[src/dma_ctl_cfg.svh]
// Register offsets, field positions, reset values and limits of the DMA request and mode control.
// Assumes inclusion by bare name from the package and the design modules.
`ifndef DMA_CTL_CFG_SVH
`define DMA_CTL_CFG_SVH

// ********************************************************************
// Register offsets on the plain register port
// ********************************************************************
`define OFS_ROUTING 4'h0
`define OFS_MODE 4'h1
`define OFS_WAITCTL 4'h2
`define OFS_SRC_LO 4'h3
`define OFS_SRC_MID 4'h4
`define OFS_SRC_HI 4'h5
`define OFS_DST_LO 4'h6
`define OFS_DST_MID 4'h7
`define OFS_DST_HI 4'h8
`define OFS_MEM1_LO 4'h9
`define OFS_MEM1_MID 4'ha
`define OFS_MEM1_HI 4'hb
`define OFS_STATUS 4'hc

// ********************************************************************
// Field positions
// ********************************************************************
`define RT_ALT_EN 7
`define RT_ALT_FF 6
`define MD_DST_LSB 4
`define MD_SRC_LSB 2
`define MD_BURST 1
`define WC_MWAIT_LSB 6
`define WC_IWAIT_LSB 4
`define WC_CH1_MODE_LSB 0
`define WC_DIR1 1
`define WC_SENSE1 3
`define WC_SENSE0 2

// ********************************************************************
// Reset values and limits
// ********************************************************************
`define RST_ROUTING 8'h00
`define RST_MODE 8'h00
`define RST_WAITCTL 8'hf0
`define IO_WAIT_BASE 3'h1
`define ADDR_W 20

`endif

[src/dma_ctl_pkg.sv]
// Types shared by the DMA request and mode control.
// Assumes the configuration header sits on the include path.
`include "dma_ctl_cfg.svh"

package dma_ctl_pkg;

   typedef enum logic [1:0] {ADDR_INC, ADDR_DEC, ADDR_FIXED, ADDR_IO} addr_mode_t;
   typedef enum logic [2:0] {RQ_EXT1, RQ_SER0, RQ_SER1, RQ_EXT0, RQ_NONE} req_src_t;
   typedef enum {WAIT_IDLE, WAIT_COUNT} wait_state_t;

endpackage : dma_ctl_pkg

[src/req_sense.sv]
// One external request input, sensed as a level or as a falling edge.
// Assumes the request pin is active low and synchronous to clk.
module req_sense
   import dma_ctl_pkg::*;
(
   // Clock and reset
   input wire logic clk,
   input wire logic srst,
   input wire logic clkEn,
   // Request pin and setup
   input wire logic reqN,
   input wire logic edgeSense,
   input wire logic taken,
   // Request seen by the channels
   output logic req
);

   logic prevReg;
   logic prevNext;
   logic latchReg;
   logic latchNext;

   // [RULE18] edge or level
   always_comb
   begin
      prevNext = reqN;
      latchNext = latchReg;
      if (taken)
      begin
         latchNext = 1'b0;
      end
      if (prevReg && !reqN)
      begin
         latchNext = 1'b1;
      end
      if (!edgeSense)
      begin
         latchNext = 1'b0;
      end
   end

   always_ff @(posedge clk)
   begin
      if (srst)
      begin
         prevReg <= 1'b1;
         latchReg <= 1'b0;
      end
      else if (clkEn)
      begin
         prevReg <= prevNext;
         latchReg <= latchNext;
      end
   end

   assign req = edgeSense ? latchReg : !reqN;

endmodule : req_sense

[src/wait_gen.sv]
// Wait-state counter for one DMA bus cycle.
// Assumes start is a one-cycle pulse at the beginning of each bus cycle.
module wait_gen
   import dma_ctl_pkg::*;
(
   // Clock and reset
   input wire logic clk,
   input wire logic srst,
   input wire logic clkEn,
   // Cycle request
   input wire logic start,
   input wire logic ioCycle,
   input wire logic [1:0] memWait,
   input wire logic [1:0] ioWait,
   // Wait output
   output logic waitActive
);

   wait_state_t stateReg;
   wait_state_t stateNext;
   logic [2:0] cntReg;
   logic [2:0] cntNext;

   // [RULE15] wait counts
   always_comb
   begin
      stateNext = stateReg;
      cntNext = cntReg;
      case (stateReg)
         WAIT_IDLE:
         begin
            if (start)
            begin
               cntNext = ioCycle ? ({1'b0, ioWait} + `IO_WAIT_BASE) : {1'b0, memWait};
               if (cntNext != 3'h0)
               begin
                  stateNext = WAIT_COUNT;
               end
            end
         end
         WAIT_COUNT:
         begin
            cntNext = cntReg - 3'h1;
            if (cntReg == 3'h1)
            begin
               stateNext = WAIT_IDLE;
            end
         end
         default:
         begin
            stateNext = WAIT_IDLE;
         end
      endcase
   end

   always_ff @(posedge clk)
   begin
      if (srst)
      begin
         stateReg <= WAIT_IDLE;
         cntReg <= 3'h0;
      end
      else if (clkEn)
      begin
         stateReg <= stateNext;
         cntReg <= cntNext;
      end
   end

   assign waitActive = (stateReg == WAIT_COUNT);

endmodule : wait_gen

[src/dma_req_mode_ctl.sv]
// Request routing, alternation and addressing-mode control for a two-channel DMA.
// Assumes synchronous request inputs and one-cycle transfer-end and byte-done pulses.
//
// The placing of the registers and the address-and-strobe port were chosen for this implementation.
`include "dma_ctl_cfg.svh"

// Overview of operation
// [RULE1] With alternation on, channel 0 end sets the flip-flop; request goes to channel 1.
// [RULE2] Channel 1 end clears the flip-flop; request returns to channel 0 only.
// [RULE3] Alternation enable, bit 7 of routing register, resets to zero.
// [RULE4] Software enables alternation only when both channels share one requester.
// [RULE5] Differing sources with alternation set force channel 0 request onto channel 1.
// [RULE6] Bit 6 picks receiving channel; toggled by channel ends while alternating.
// [RULE7] Software writes zero to reserved routing bits 5 to 3.
// [RULE8] Direction zero: codes 000..011 route line 1, serial 0 tx, serial 1 tx, line 0.
// [RULE9] Direction one: codes 000..011 route line 1, serial 0 rx, serial 1 rx, line 0.
// [RULE10] Software never writes routing codes 100 to 111.
// [RULE11] Channel 0 destination mode: increment, decrement, fixed, fixed I/O.
// [RULE12] Channel 0 source mode: increment, decrement, fixed, fixed I/O.
// [RULE13] Transfer-mode bit zero is cycle steal, one is burst.
// [RULE14] Channel 1 mode picks direction and memory increment or decrement.
// [RULE15] Memory wait 0 to 3 states, I/O wait 1 to 4 states.
// [RULE16] Software zeroes memory wait when chip-select wait generators are used.
// [RULE17] Channel 0 address bits 17 and 16 pick its request source.
// [RULE18] External requests are edge sensed when sense bit is one, else level.
// [RULE19] Each completed byte moves every non-fixed address by one.
module dma_req_mode_ctl
   import dma_ctl_pkg::*;
(
   // Clock and reset
   input wire logic clk,
   input wire logic srst,
   input wire logic clkEn,
   // Register port
   input wire logic [3:0] regAddr,
   input wire logic [7:0] regWdata,
   input wire logic regWr,
   input wire logic regRd,
   output logic [7:0] regRdata,
   // Requesters
   input wire logic externalRequestLine1N,
   input wire logic sharedClockRequestLine0N,
   input wire logic serial0TxReq,
   input wire logic serial0RxReq,
   input wire logic serial1TxReq,
   input wire logic serial1RxReq,
   // Channel events
   input wire logic chan0TransferEnd,
   input wire logic chan1TransferEnd,
   input wire logic chan0ByteDone,
   input wire logic chan1ByteDone,
   input wire logic busCycleStart,
   input wire logic busCycleIo,
   // Channel outputs
   output logic chan0Req,
   output logic chan1Req,
   output logic chan0Burst,
   output logic chan0SrcIo,
   output logic chan0DstIo,
   output logic chan1IoToMem,
   output logic waitActive,
   output logic [`ADDR_W-1:0] chan0SourcePointer,
   output logic [`ADDR_W-1:0] chan0DestPointer,
   output logic [`ADDR_W-1:0] chan1MemoryPointer
);

   logic [7:0] routingReg;
   logic [7:0] routingNext;
   logic [7:0] modeReg;
   logic [7:0] modeNext;
   logic [7:0] waitCtlReg;
   logic [7:0] waitCtlNext;
   logic [`ADDR_W-1:0] srcReg;
   logic [`ADDR_W-1:0] srcNext;
   logic [`ADDR_W-1:0] dstReg;
   logic [`ADDR_W-1:0] dstNext;
   logic [`ADDR_W-1:0] mem1Reg;
   logic [`ADDR_W-1:0] mem1Next;
   logic [7:0] rdataReg;
   logic [7:0] rdataNext;
   logic ext1Req;
   logic ext0Req;
   logic ch0Raw;
   logic ch1Raw;
   logic [1:0] ch0Sel;
   logic sameSource;
   logic altEn;
   logic altFf;
   addr_mode_t dstMode;
   addr_mode_t srcMode;
   logic [1:0] ch1Mode;

   // ********************************************************************
   // External request sensing
   // ********************************************************************
   req_sense sense1
   (
      .clk(clk),
      .srst(srst),
      .clkEn(clkEn),
      .reqN(externalRequestLine1N),
      .edgeSense(waitCtlReg[`WC_SENSE1]),
      .taken(chan0ByteDone | chan1ByteDone),
      .req(ext1Req)
   );

   req_sense sense0
   (
      .clk(clk),
      .srst(srst),
      .clkEn(clkEn),
      .reqN(sharedClockRequestLine0N),
      .edgeSense(waitCtlReg[`WC_SENSE0]),
      .taken(chan0ByteDone | chan1ByteDone),
      .req(ext0Req)
   );

   // ********************************************************************
   // Request routing
   // ********************************************************************
   assign altEn = routingReg[`RT_ALT_EN];
   assign altFf = routingReg[`RT_ALT_FF];
   assign dstMode = addr_mode_t'(modeReg[`MD_DST_LSB +: 2]);
   assign srcMode = addr_mode_t'(modeReg[`MD_SRC_LSB +: 2]);
   assign ch1Mode = waitCtlReg[`WC_CH1_MODE_LSB +: 2];
   // Source select of channel 0 follows the destination pointer for memory-to-I/O, else source.
   assign ch0Sel = (dstMode == ADDR_IO) ? dstReg[17:16] : srcReg[17:16];

   always_comb
   begin
      // [RULE17] channel 0 source
      case (ch0Sel)
         2'b00: ch0Raw = ext0Req;
         2'b01: ch0Raw = (dstMode == ADDR_IO) ? serial0TxReq : serial0RxReq;
         2'b10: ch0Raw = (dstMode == ADDR_IO) ? serial1TxReq : serial1RxReq;
         default: ch0Raw = ext1Req;
      endcase
      // [RULE8] [RULE9] channel 1 source
      case (routingReg[2:0])
         3'b000: ch1Raw = ext1Req;
         3'b001: ch1Raw = waitCtlReg[`WC_DIR1] ? serial0RxReq : serial0TxReq;
         3'b010: ch1Raw = waitCtlReg[`WC_DIR1] ? serial1RxReq : serial1TxReq;
         3'b011: ch1Raw = ext0Req;
         default: ch1Raw = 1'b0;
      endcase
   end

   assign sameSource = ch0Raw == ch1Raw;

   // [RULE1] [RULE2] [RULE6] alternation gating
   // [RULE5] forced onto channel 1
   // A differing source set still moves channel 0's request to channel 1 while the flop is set.
   assign chan0Req = altEn ? (!altFf && ch0Raw) : ch0Raw;
   assign chan1Req = altEn ? (altFf && (sameSource ? ch1Raw : ch0Raw)) : ch1Raw;

   // ********************************************************************
   // Mode decode
   // ********************************************************************
   // [RULE13] steal or burst
   assign chan0Burst = modeReg[`MD_BURST];
   // [RULE11] [RULE12] I/O ends
   assign chan0SrcIo = (srcMode == ADDR_IO);
   assign chan0DstIo = (dstMode == ADDR_IO);
   // [RULE14] channel 1 direction
   assign chan1IoToMem = ch1Mode[1];

   wait_gen waits
   (
      .clk(clk),
      .srst(srst),
      .clkEn(clkEn),
      .start(busCycleStart),
      .ioCycle(busCycleIo),
      .memWait(waitCtlReg[`WC_MWAIT_LSB +: 2]),
      .ioWait(waitCtlReg[`WC_IWAIT_LSB +: 2]),
      .waitActive(waitActive)
   );

   // ********************************************************************
   // Registers and address stepping
   // ********************************************************************
   function automatic logic [`ADDR_W-1:0] stepAddr(input logic [`ADDR_W-1:0] a,
                                                   input addr_mode_t m);
      case (m)
         ADDR_INC: stepAddr = a + `ADDR_W'(1);
         ADDR_DEC: stepAddr = a - `ADDR_W'(1);
         default: stepAddr = a;
      endcase
   endfunction : stepAddr

   always_comb
   begin
      routingNext = routingReg;
      modeNext = modeReg;
      waitCtlNext = waitCtlReg;
      srcNext = srcReg;
      dstNext = dstReg;
      mem1Next = mem1Reg;
      rdataNext = 8'h00;
      // [RULE19] byte stepping
      if (chan0ByteDone)
      begin
         srcNext = stepAddr(srcReg, srcMode);
         dstNext = stepAddr(dstReg, dstMode);
      end
      if (chan1ByteDone)
      begin
         mem1Next = stepAddr(mem1Reg, ch1Mode[0] ? ADDR_DEC : ADDR_INC);
      end
      if (regWr)
      begin
         case (regAddr)
            `OFS_ROUTING: routingNext = {regWdata[7:6], 3'b000, regWdata[2:0]};
            `OFS_MODE: modeNext = {2'b00, regWdata[5:1], 1'b0};
            `OFS_WAITCTL: waitCtlNext = regWdata;
            `OFS_SRC_LO: srcNext[7:0] = regWdata;
            `OFS_SRC_MID: srcNext[15:8] = regWdata;
            `OFS_SRC_HI: srcNext[19:16] = regWdata[3:0];
            `OFS_DST_LO: dstNext[7:0] = regWdata;
            `OFS_DST_MID: dstNext[15:8] = regWdata;
            `OFS_DST_HI: dstNext[19:16] = regWdata[3:0];
            `OFS_MEM1_LO: mem1Next[7:0] = regWdata;
            `OFS_MEM1_MID: mem1Next[15:8] = regWdata;
            `OFS_MEM1_HI: mem1Next[19:16] = regWdata[3:0];
            default: ;
         endcase
      end
      // [RULE1] [RULE2] [RULE6] flip-flop toggling
      // Channel ends are applied after a software write so hardware events are never lost.
      if (routingNext[`RT_ALT_EN])
      begin
         if (chan0TransferEnd && !chan1TransferEnd)
         begin
            routingNext[`RT_ALT_FF] = 1'b1;
         end
         else if (chan1TransferEnd && !chan0TransferEnd)
         begin
            routingNext[`RT_ALT_FF] = 1'b0;
         end
         else if (chan0TransferEnd && chan1TransferEnd)
         begin
            routingNext[`RT_ALT_FF] = !routingReg[`RT_ALT_FF];
         end
      end
      if (regRd)
      begin
         case (regAddr)
            `OFS_ROUTING: rdataNext = routingReg;
            `OFS_MODE: rdataNext = modeReg;
            `OFS_WAITCTL: rdataNext = waitCtlReg;
            `OFS_SRC_LO: rdataNext = srcReg[7:0];
            `OFS_SRC_MID: rdataNext = srcReg[15:8];
            `OFS_SRC_HI: rdataNext = {4'h0, srcReg[19:16]};
            `OFS_DST_LO: rdataNext = dstReg[7:0];
            `OFS_DST_MID: rdataNext = dstReg[15:8];
            `OFS_DST_HI: rdataNext = {4'h0, dstReg[19:16]};
            `OFS_MEM1_LO: rdataNext = mem1Reg[7:0];
            `OFS_MEM1_MID: rdataNext = mem1Reg[15:8];
            `OFS_MEM1_HI: rdataNext = {4'h0, mem1Reg[19:16]};
            `OFS_STATUS: rdataNext = {4'h0, waitActive, ext0Req, chan1Req, chan0Req};
            default: rdataNext = 8'h00;
         endcase
      end
   end

   always_ff @(posedge clk)
   begin
      if (srst)
      begin
         // [RULE3] alternation off
         routingReg <= `RST_ROUTING;
         modeReg <= `RST_MODE;
         waitCtlReg <= `RST_WAITCTL;
         srcReg <= '0;
         dstReg <= '0;
         mem1Reg <= '0;
         rdataReg <= 8'h00;
      end
      else if (clkEn)
      begin
         routingReg <= routingNext;
         modeReg <= modeNext;
         waitCtlReg <= waitCtlNext;
         srcReg <= srcNext;
         dstReg <= dstNext;
         mem1Reg <= mem1Next;
         rdataReg <= rdataNext;
      end
   end

   assign regRdata = rdataReg;
   assign chan0SourcePointer = srcReg;
   assign chan0DestPointer = dstReg;
   assign chan1MemoryPointer = mem1Reg;

endmodule : dma_req_mode_ctl

[config.mk]
export PLATFORM = sky130hd
export DESIGN_NAME = dma_req_mode_ctl
export DESIGN_NICKNAME = d
export VERILOG_FILES = /design/src/dma_ctl_pkg.sv /design/src/req_sense.sv /design/src/wait_gen.sv /design/src/dma_req_mode_ctl.sv
export VERILOG_INCLUDE_DIRS = /design/src /design/src/src
export SDC_FILE = /design/constraint.sdc
export NUM_CORES = 1
export LEC_CHECK = 0
export ABC_AREA = 1
export BUFFER_PORTS_ARGS = -buffer_cell sky130_fd_sc_hd__buf_2
export CORE_UTILIZATION = 30
export DETAILED_ROUTE_END_ITERATION = 6
export HOLD_SLACK_MARGIN = 0.06
export PLACE_DENSITY = 0.47
export SYNTH_ARGS = -nofsm -noshare
export SYNTH_HDL_FRONTEND = slang
export SYNTH_SLANG_ARGS = --single-unit
[constraint.sdc]
create_clock -name clk -period 4.23 [get_ports clk]
set_clock_uncertainty 0.2 [all_clocks]
set_input_delay 0.6345 -clock clk [delete_from_list [all_inputs] [get_ports clk]]
set_output_delay 0.6345 -clock clk [all_outputs]
set_load 0.01 [all_outputs]
==> results of run 1 <==
==> metal layers <==
layer	global-route usage (%)	part of all wire, %
met2	40.54	47
met5	0	0
met1	33.07	48
met4	4.867	1.3
met3	2.412	4.2
==> cell families (layout without fill, tap and decap cells) <==
group	after synthesis	in the layout
buffers and inverters	250	337
AO/OA/AOI/OAI	418	418
XOR/XNOR	10	10
flip-flops	94	94
adder cells (fa/ha/maj)	60	60
AND/OR/NAND/NOR	659	659
==> layout make-up <==
cell class / instances / area, um2 / share of cell area [%]
clock buffer: 9 / 225.2 / 2.248
timing repair buffer: 112 / 595.6 / 5.945
inverter: 209 / 784.5 / 7.831
tap: 384 / 480.5 / 4.796
multi-input combinational: 1147 / 5963 / 59.52
sequential: 94 / 1882 / 18.78
clock inverter: 7 / 87.58 / 0.8742
==> state kept, by name, indices dropped and copies added (netlist names) <==
signal              count
chan0DestPointer       20
sense0.latchReg         1
routingReg              5
waits.cntReg            3
regRdata                8
modeReg                 5
chan1MemoryPointer     20
sense1.latchReg         1
sense0.prevReg          1
sense1.prevReg          1
waits.stateReg          1
chan0SourcePointer     20
waitCtlReg              8
==> through the flow <==
stage | utilization, % | hold slack (ns) | cell area, um2 | cells | power [mW]
after global routing | 34.81 | 0.3073 | 10020 | 1962 | 2.331
after CTS | 34.81 | 0.2696 | 10020 | 1962 | 2.240
after detailed placement | 33.72 | 0.2584 | 9706 | 1946 | 1.342
final | 34.81 | 0.2698 | 10020 | 1962 | 2.227
after floorplan | - | 0.2461 | 8798 | 1491 | 1.185
after global placement | 33.72 | 0.2582 | 9706 | 1946 | 1.343
==> power by group through the flow <==
| stage | sequential [mW] | clock [mW] | combinational (mW) |
|---|---|---|---|
| after global placement | 0.974 | 0 | 0.369 |
| after CTS | 0.953 | 0.918 | 0.370 |
| final | 0.953 | 0.903 | 0.371 |
| after global routing | 0.956 | 0.961 | 0.414 |
| after detailed placement | 0.974 | 0 | 0.368 |
| after floorplan | 0.963 | 0 | 0.222 |
==> synth_stat cells (all sizes together) (2+ instances only) <==
master / number
nand2: 433
inv: 208
a21oi: 186
o21ai: 134
nor2: 108
dfxtp: 94
nand3: 81
ha: 57
clkbuf: 32
nand4: 22
o211ai: 22
o21bai: 22
a221oi: 13
o22ai: 13
buf: 9
nor3: 8
a21o: 7
xor2: 6
a211oi: 4
o2111ai: 4
xnor2: 4
a31oi: 3
and2: 3
fa: 3
o221ai: 3
o311ai: 2
or2: 2
==> worst max path at each step <==
stage / startpoint / to / slack, ns / cells after the start
2_1_floorplan: modeReg[2] / chan0SourcePointer[16] / 1.34 / 16
3_3_place_gp: modeReg[2] / chan0SourcePointer[16] / 1.42 / 17
3_5_place_dp: modeReg[2] / chan0SourcePointer[16] / 1.39 / 17
4_1_cts: modeReg[2] / chan0SourcePointer[16] / 1.36 / 17
5_1_grt: modeReg[2] / chan0SourcePointer[16] / 1.0 / 17
6_report: modeReg[2] / chan0SourcePointer[16] / 1.35 / 17
==> worst max-delay path: cells and delay by family (launching register included) <==
kind            cells  cell delay [ns]
simple gates       10             0.95
fa+ha+maj           1             0.37
compound gates      2             0.22
buf+inv             4             0.63
flops               1             0.36
==> run_results.csv, run 1 <==
group,metric,value,unit
status,outcome,"finished clean",
clocking,cts_buffer_depth,2,
timing,fin_crit_sh,68.11,%
cells_and_area,num-fill-cells,3313,
floorplan,die_h,173.3,um
synth,synth.area.top_cells,"dfxtp_1 21%, nand2_1 18%, a21oi_1 11%, inv_1 8.5%, ha_1 8.1%",
drt,drtIter0Drc,776,
placed_design,dp_slack,1.391,ns
drt,route.vias.total,10184,
worst_hold_path,min_path_cells,2,
synth,synthMuxAreaShare,0,%
floorplan,start_util,30.57,%
synth,yosysTopAreaCell,"dfxtp_1",
placed_design,io_buffers,103,
clocking,cts_made_buffers,9,
clocking,cts_resized,0,
power,seqPwrFrac,42.8,%
critical_path,slowest_delay,0.37,ns
clocking,cts_tree,"yes",
power,pwr_density_cell,222.3,nW/um2
clocking,h-tree-depth,3,
synth,syn_avg_cell_area,5.901,um2
critical_path,worstPathArrival,2.89,ns
cells_and_area,fin_nets,1662,
power,p_sw,0.7284,mW
clocking,clock-sinks,94,
drt,ant_nets,0,
clocking,hold_buffers,0,
global_route,overflow,0,
timing,rsz0062_at_grt,"false",
power,pwr-share-clk,40.5,%
synth,netlist_area,8798,um2
floorplan,coreArea,28780,um2
worst_hold_path,hp-class,"reg2reg",
critical_path,start_kind,"register",
floorplan,pin_count,104,
power,p_leak,4.933,nW
synth,ys_ff_latch,94,
floorplan,die-area,30020,um2
cells_and_area,layout-drive-gt1-share,10.14,%
critical_path,cpMaxStageDelayCell,"fa_1",
critical_path,cp_common_cell,"nand2_1",
critical_path,rr_worst_depth,17,
placed_design,place_congestion,0.9021,
placed_design,dp_hpwl,27.90,mm
critical_path,crit_fanout,20,
synth,synth_top_area_share,21.39,%
worst_hold_path,hp-start,"regRdata[3]",
worst_hold_path,hold_end,"regRdata[3]",
synth,synthSimpleGateAreaFrac,31.09,%
power,peakVddDrop,0.1760,mV
clocking,clk_pin_slew,0.08,ns
critical_path,r2r_end,"chan0SourcePointer[16]",
global_route,antenna_found_initial,0,
cells_and_area,layout_common_cells,"426 x nand2_1, 198 x inv_1, 186 x a21oi_1",
critical_path,end_kind,"register",
timing,tightest_slew,1.011,ns
cells_and_area,antennaDiodeCount,0,
cells_and_area,area_delta_synth_final,13.87,%
timing,maxSlewHeadroom,32.27,%
power,power_frac_comb,16.7,%
synth,synth_top_family_by_area,"simple AND/OR/NAND/NOR gates",
synth,synth_compound_area_share,26.91,%
floorplan,rows,62,
drt,wl_per_cell,18.37,um
clocking,clk_root_buffer_cell,"clkbuf_16",
timing,fin_crit,2.881,ns
synth,synth_nets,1580,
synth,synth_xor_area_share,0.9954,%
drt,routed_wl,36.04,mm
synth,yosys_warnings,0,
timing,slew_violations,0,
critical_path,ff2ff_setup_slack,1.35,ns
cells_and_area,final_common_cell,"nand2_1",
synth,synth_fa_ha_area_share,8.788,%
synth,ys_types,43,
power,swShare,32.71,%
clocking,insertion_delay,0.36,ns
floorplan,die_x,173.3,um
timing,setup_slack,1.349,ns
drt,dr.pass1.iters,5,
job,max-cap-violations,0,
drt,drc,0,
power,internal_power,1.499,mW
global_route,grt_usage,24.02,%
synth,syn_inst,1491,
critical_path,cp_cell_sequence,"inv_1, nor2_1, buf_4, inv_1, fa_1, inv_1, nand3_1, nand2_1, nand3_1, nand2_1, nand3_1, nand2_1, nand2_1, nand2_1, nor2_1, o21ai_0, a21oi_1",
synth,async_reset_ff_share,0,%
synth,synth_edf_count,0,
global_route,grt_pass1_wl,56.10,mm
synth,synthFlopType,"dfxtp_1",
global_route,first_global_vias,9517,
drt,viasPerCell,5.191,
timing,setup_tns,0,ns
global_route,grt_max_degree,68,
timing,timing_hold_violations_final,0,
synth,ys_seq_area_share,21.39,%
timing,max_freq,0.3471,GHz
timing,setup_viol,0,
critical_path,crit_required,4.24,ns
clocking,cts_setup_buffers,0,
critical_path,reg2reg_from,"modeReg[2]",
critical_path,path_class,"reg2reg",
(Power assumes the default switching activity.)
==> run 2: changes to the inputs <==
- clock period: 4.23 -> 2.7 ns (I/O delays scaled with it)
==> run 2 against run 1 <==
  * Final area up 8.0%
  * Sequential power rose by 54%
  * Count of clock-buffer cells in the layout is the same
  * Cell count increased by 3.4%
  * Global-route usage up 0.76 points
==> run_results.csv, run 2 (synthesized netlist as in run 1, its figures left out) <==
group,metric,value,unit
critical_path,path_buf_inv,3,
floorplan,rows,62,
global_route,grt_pass1_wl,57.45,mm
timing,slew_violations,0,
timing,max_freq,0.3890,GHz
cells_and_area,seqCellArea,1888,um2
global_route,grt_usage,24.77,%
global_route,antenna_found_initial,1,
placed_design,io_buffers,103,
critical_path,cp_cell_sequence,"inv_2, nor2_4, buf_12, ha_1, buf_4, nand2_2, o21ai_2, nand2_1, nand2_2, nand2_1, nand2_1, xnor2_1, nor2_1, o21ai_0, a21oi_1",
worst_hold_path,hp-class,"in2reg",
cells_and_area,area_delta_synth_final,23.02,%
floorplan,die_h,173.3,um
critical_path,worstPathArrival,2.60,ns
clocking,cts_made_buffers,9,
critical_path,cpMaxStageDelayCell,"dfxtp_2",
critical_path,end_kind,"register",
drt,dr.pass1.iters,5,
job,max-cap-violations,0,
cells_and_area,final_common_cell,"nand2_1",
timing,tightest_slew,0.6409,ns
critical_path,cp_top_family,"simple AND/OR/NAND/NOR gates",
timing,maxSlewHeadroom,57.23,%
critical_path,path_class,"reg2reg",
timing,fin_crit,2.571,ns
floorplan,pin_count,104,
status,outcome,"finished clean",
timing,rsz0062_at_grt,"true",
global_route,grt_max_degree,68,
power,p_leak,5.321,nW
drt,routed_wl,37.96,mm
placed_design,dp_hpwl,29.41,mm
clocking,clk_root_buffer_cell,"clkbuf_16",
clocking,cts_buffer_depth,2,
critical_path,start_kind,"register",
placed_design,dp.cells,2004,
timing,timing_hold_violations_final,0,
drt,viasPerCell,5.182,
drt,ant_nets,0,
clocking,clk_pin_slew,0.08,ns
global_route,first_global_vias,9884,
clocking,insertion_delay,0.36,ns
placed_design,place_congestion,0.9289,
cells_and_area,multi_input_area,6186,um2
clocking,hold_buffers,0,
cells_and_area,layout-drive-gt1-share,17.26,%
power,totalPowerFinal,3.546,mW
power,pwr_density_cell,327.6,nW/um2
cells_and_area,num-fill-cells,3273,
placed_design,placed_area,10180,um2
floorplan,die-area,30020,um2
drt,route.vias.total,10514,
cells_and_area,layout_common_cells,"413 x nand2_1, 196 x inv_1, 170 x a21oi_1",
critical_path,crit_required,2.73,ns
critical_path,cp_common_cell,"nand2_1",
power,peakVddDrop,0.2204,mV
clocking,cts_tree,"yes",
cells_and_area,final_cells,2029,
floorplan,start_util,30.57,%
floorplan,coreArea,28780,um2
drt,wl_per_cell,18.71,um
cells_and_area,antennaDiodeCount,0,
clocking,h-tree-depth,3,
critical_path,crit_fanout,5,
cells_and_area,final_util,37.61,%
cells_and_area,final_area,10820,um2
timing,setup_viol,0,
drt,drtIter0Drc,875,
global_route,overflow,0,
floorplan,die_x,173.3,um
clocking,clock-sinks,94,
drt,drc,0,
cells_and_area,fin_nets,1729,
critical_path,slowest_delay,0.35,ns
timing,fin_crit_sh,95.22,%
-- run 2: cell types whose count changed in the layout (fill, tap and decap cells not counted), moves of 9 or more --
cell	previous run	this run
a21oi_1	186	170
a21oi_2	0	14
buf_4	8	69
ha_1	57	48
nand2_1	426	413
nand2_2	7	19
-- run 2: repair_timing --
item | CTS | global route
endpoints found under the setup margin | 0 | 38
setup buffers | 0 | 6
gates resized for setup | 0 | 65
-- run 2: cell type report --
class	count	share of cell area, %
Multi-Input combinational cell	1147	57.15
Sequential cell	94	17.44
Timing Repair Buffer	179	10.85
Inverter	209	7.248
Tap cell	384	4.439
Clock buffer	9	2.081
Clock inverter	7	0.7860
-- run 2: path summary, 6_finish.rpt --
check / depth (start not counted) / to / startpoint / slack, ns
setup / recovery: 15 / chan0DestPointer[7] / modeReg[4] / 0.13
hold / removal: 3 / sense1.prevReg / externalRequestLine1N / 0.15
setup reg to reg: 15 / chan0DestPointer[7] / modeReg[4] / 0.13
hold reg to reg: 2 / regRdata[6] / regRdata[6] / 0.27
-- run 2: worst min-delay path: stages --
cell      delay (ns)
buf_2           0.11
inv_1           0.06
o211ai_1        0.07
-- run 2: metal layers --
metal  wire length (um)  GRT usage (%)
met1              17660          33.41
met2              17670          41.33
met5                  0              0
met3               1675          2.675
met4                956          7.706
-- run 2: report_power, final --
| part | leakage (nW) | internal [mW] | switching (mW) |
|---|---|---|---|
| registers | 0.765 | 1.43 | 0.0468 |
| logic | 4.40 | 0.223 | 0.451 |
| clock network | 0.153 | 0.742 | 0.658 |
| total | 5.32 | 2.39 | 1.16 |
-- run 2: per-stage QoR --
stage	hold WS, ns	TNS, ns	worst slack [ns]
2_1_floorplan	0.2461	0	0.1030
3_3_place_gp	0.2581	0	0.08485
3_5_place_dp	0.2592	0	0.08200
4_1_cts	0.1392	0	0.03715
5_1_grt	0.1596	-0.06115	-0.02758
6_report	0.1524	0	0.1292
==> run 3: changes to the inputs <==
- CORE_MARGIN: default -> 10
- SLEW_MARGIN: default -> 20
==> run 3 against run 2 <==
  * Die area increased by 22%
  * Power about the same
  * Global-route usage decreased by 4.4 points
  * Via count decreased by 0.44%
  * Setup slack improved by 0.0052 ns
  * Core utilization decreased by 0.088 points
  * Highest routed layer unchanged
  * Largest power group unchanged
  * Wire length increased by 0.52%
==> run_results.csv, run 3 (synthesized netlist as in run 1, its figures left out) <==
group,metric,value,unit
clocking,cts_tree,"yes",
timing,setup_tns,0,ns
drt,ant_nets,0,
drt,dr.pass1.iters,5,
cells_and_area,num-fill-cells,3315,
clocking,clk_pin_slew,0.08,ns
global_route,antenna_found_initial,1,
power,p_sw,1.158,mW
drt,route.vias.total,10468,
critical_path,end_kind,"register",
floorplan,pin_count,104,
power,pwr-share-clk,39.8,%
global_route,grt_max_degree,53,
power,peakVddDrop,0.2476,mV
global_route,overflow,0,
cells_and_area,antennaDiodeCount,0,
critical_path,crit_required,2.75,ns
drt,routed_wl,38.16,mm
floorplan,die_h,191.3,um
cells_and_area,seqCellArea,1887,um2
cells_and_area,fin_nets,1731,
worst_hold_path,hp-class,"in2reg",
timing,setup_viol,0,
critical_path,cp_cell_sequence,"inv_2, nor2_4, buf_4, buf_6, ha_4, nand2_1, nor2_2, inv_1, nor2_1, nand3_1, nand4_1, nand2_1, a21oi_1, nand2_1, nand2_1, a21oi_1",
power,power_frac_comb,18.6,%
power,p_leak,5.329,nW
global_route,first_global_vias,10000,
timing,max_freq,0.3898,GHz
drt,drc,0,
placed_design,io_buffers,103,
clocking,hold_buffers,0,
cells_and_area,final_common_cell,"nand2_1",
power,seqPwrFrac,41.6,%
clocking,h-tree-depth,3,
timing,tightest_slew,0.6424,ns
timing,slew_violations,0,
critical_path,path_buf_inv,4,
job,max-cap-violations,0,
critical_path,cp_top_family,"simple AND/OR/NAND/NOR gates",
critical_path,worstPathArrival,2.62,ns
cells_and_area,multi_input_area,6156,um2
drt,wl_per_cell,18.79,um
power,internal_power,2.390,mW
placed_design,placed_area,10190,um2
critical_path,cpMaxStageDelayCell,"dfxtp_2",
timing,fin_crit,2.566,ns
drt,viasPerCell,5.154,
timing,fin_crit_sh,95.02,%
placed_design,place_congestion,0.9383,
placed_design,dp_hpwl,30.18,mm
floorplan,start_util,30.49,%
clocking,insertion_delay,0.37,ns
critical_path,slowest_delay,0.35,ns
critical_path,cp_common_cell,"nand2_1",
cells_and_area,area_delta_synth_final,23.07,%
power,pwr_density_cell,327.6,nW/um2
floorplan,rows,62,
status,outcome,"finished clean",
critical_path,start_kind,"register",
cells_and_area,final_util,37.52,%
timing,maxSlewHeadroom,56.84,%
power,swShare,32.64,%
floorplan,die-area,36580,um2
clocking,clock-sinks,94,
clocking,cts_made_buffers,9,
global_route,grt_usage,20.35,%
global_route,grt_pass1_wl,58.72,mm
critical_path,crit_fanout,6,
drt,drtIter0Drc,809,
timing,rsz0062_at_grt,"true",
cells_and_area,final_area,10830,um2
clocking,clk_root_buffer_cell,"clkbuf_16",
cells_and_area,layout_common_cells,"415 x nand2_1, 196 x inv_1, 175 x a21oi_1",
timing,timing_hold_violations_final,0,
floorplan,coreArea,28860,um2
power,totalPowerFinal,3.547,mW
floorplan,die_x,191.3,um
clocking,cts_buffer_depth,2,
critical_path,path_class,"reg2reg",
cells_and_area,layout-drive-gt1-share,16.88,%
[run 3: cell types whose count changed in the layout (fill, tap and decap cells not counted), moves of 2 or more]
cell     before  now
a21oi_1     170  175
a21oi_2      14   11
a21oi_4       2    0
dfxtp_2       2    4
ha_1         48   50
ha_2          6    2
ha_4          3    5
inv_6         4    2
nand2_1     413  415
[run 3: worst min-delay path: cells and delay by family]
family | cells | cell delay (ns)
buffers and inverters | 2 | 0.17
AO/OA/AOI/OAI | 1 | 0.07
[run 3: routing by layer]
layer	track usage, %	part of all wire (%)	vias to the layer above
met2	33.79	47	246
met4	4.147	1.4	0
met1	27.71	47	4896
met3	2.387	4.6	33
li1	-	-	5293
met5	0	0	-
[run 3: per-stage QoR]
stage | setup WS [ns] | instances | hold slack (ns)
final | 0.1344 | 2031 | 0.1331
after global routing | -0.05222 | 2031 | 0.1452
after CTS | 0.07594 | 2021 | 0.1196
after detailed placement | 0.1044 | 2005 | 0.2562
after global placement | 0.1419 | 2005 | 0.2533
after floorplan | 0.1030 | 1491 | 0.2461
[run 3: cell type report]
class                   count  area share, %
inverters                 209          7.245
repair buffers            181          11.15
clock inverters             7         0.8089
well taps                 384          4.437
clock buffers               9          2.080
multi-input cells        1147          56.85
flip-flops and latches     94          17.43
[run 3: what timing repair did]
action / in CTS / in global routing
endpoints found under the setup margin: 0 / 29
buffers inserted: 0 / 6
gates resized for setup: 0 / 53
[run 3: final timing paths]
path,from,endpoint,slack (ns),depth (start not counted)
setup / recovery,modeReg[4],chan0DestPointer[19],0.13,16
hold / removal,sharedClockRequestLine0N,sense0.prevReg,0.13,3
setup reg to reg,modeReg[4],chan0DestPointer[19],0.13,16
hold reg to reg,regRdata[0],regRdata[0],0.26,2
[run 3: power by group through the flow]
| stage | Clock (mW) | Sequential, mW | Combinational, mW |
|---|---|---|---|
| final | 1.41 | 1.47 | 0.661 |
| after global routing | 1.49 | 1.48 | 0.733 |
| after CTS | 1.43 | 1.47 | 0.646 |
| after detailed placement | 0 | 1.51 | 0.644 |
| after global placement | 0 | 1.51 | 0.644 |
| after floorplan | 0 | 1.51 | 0.347 |
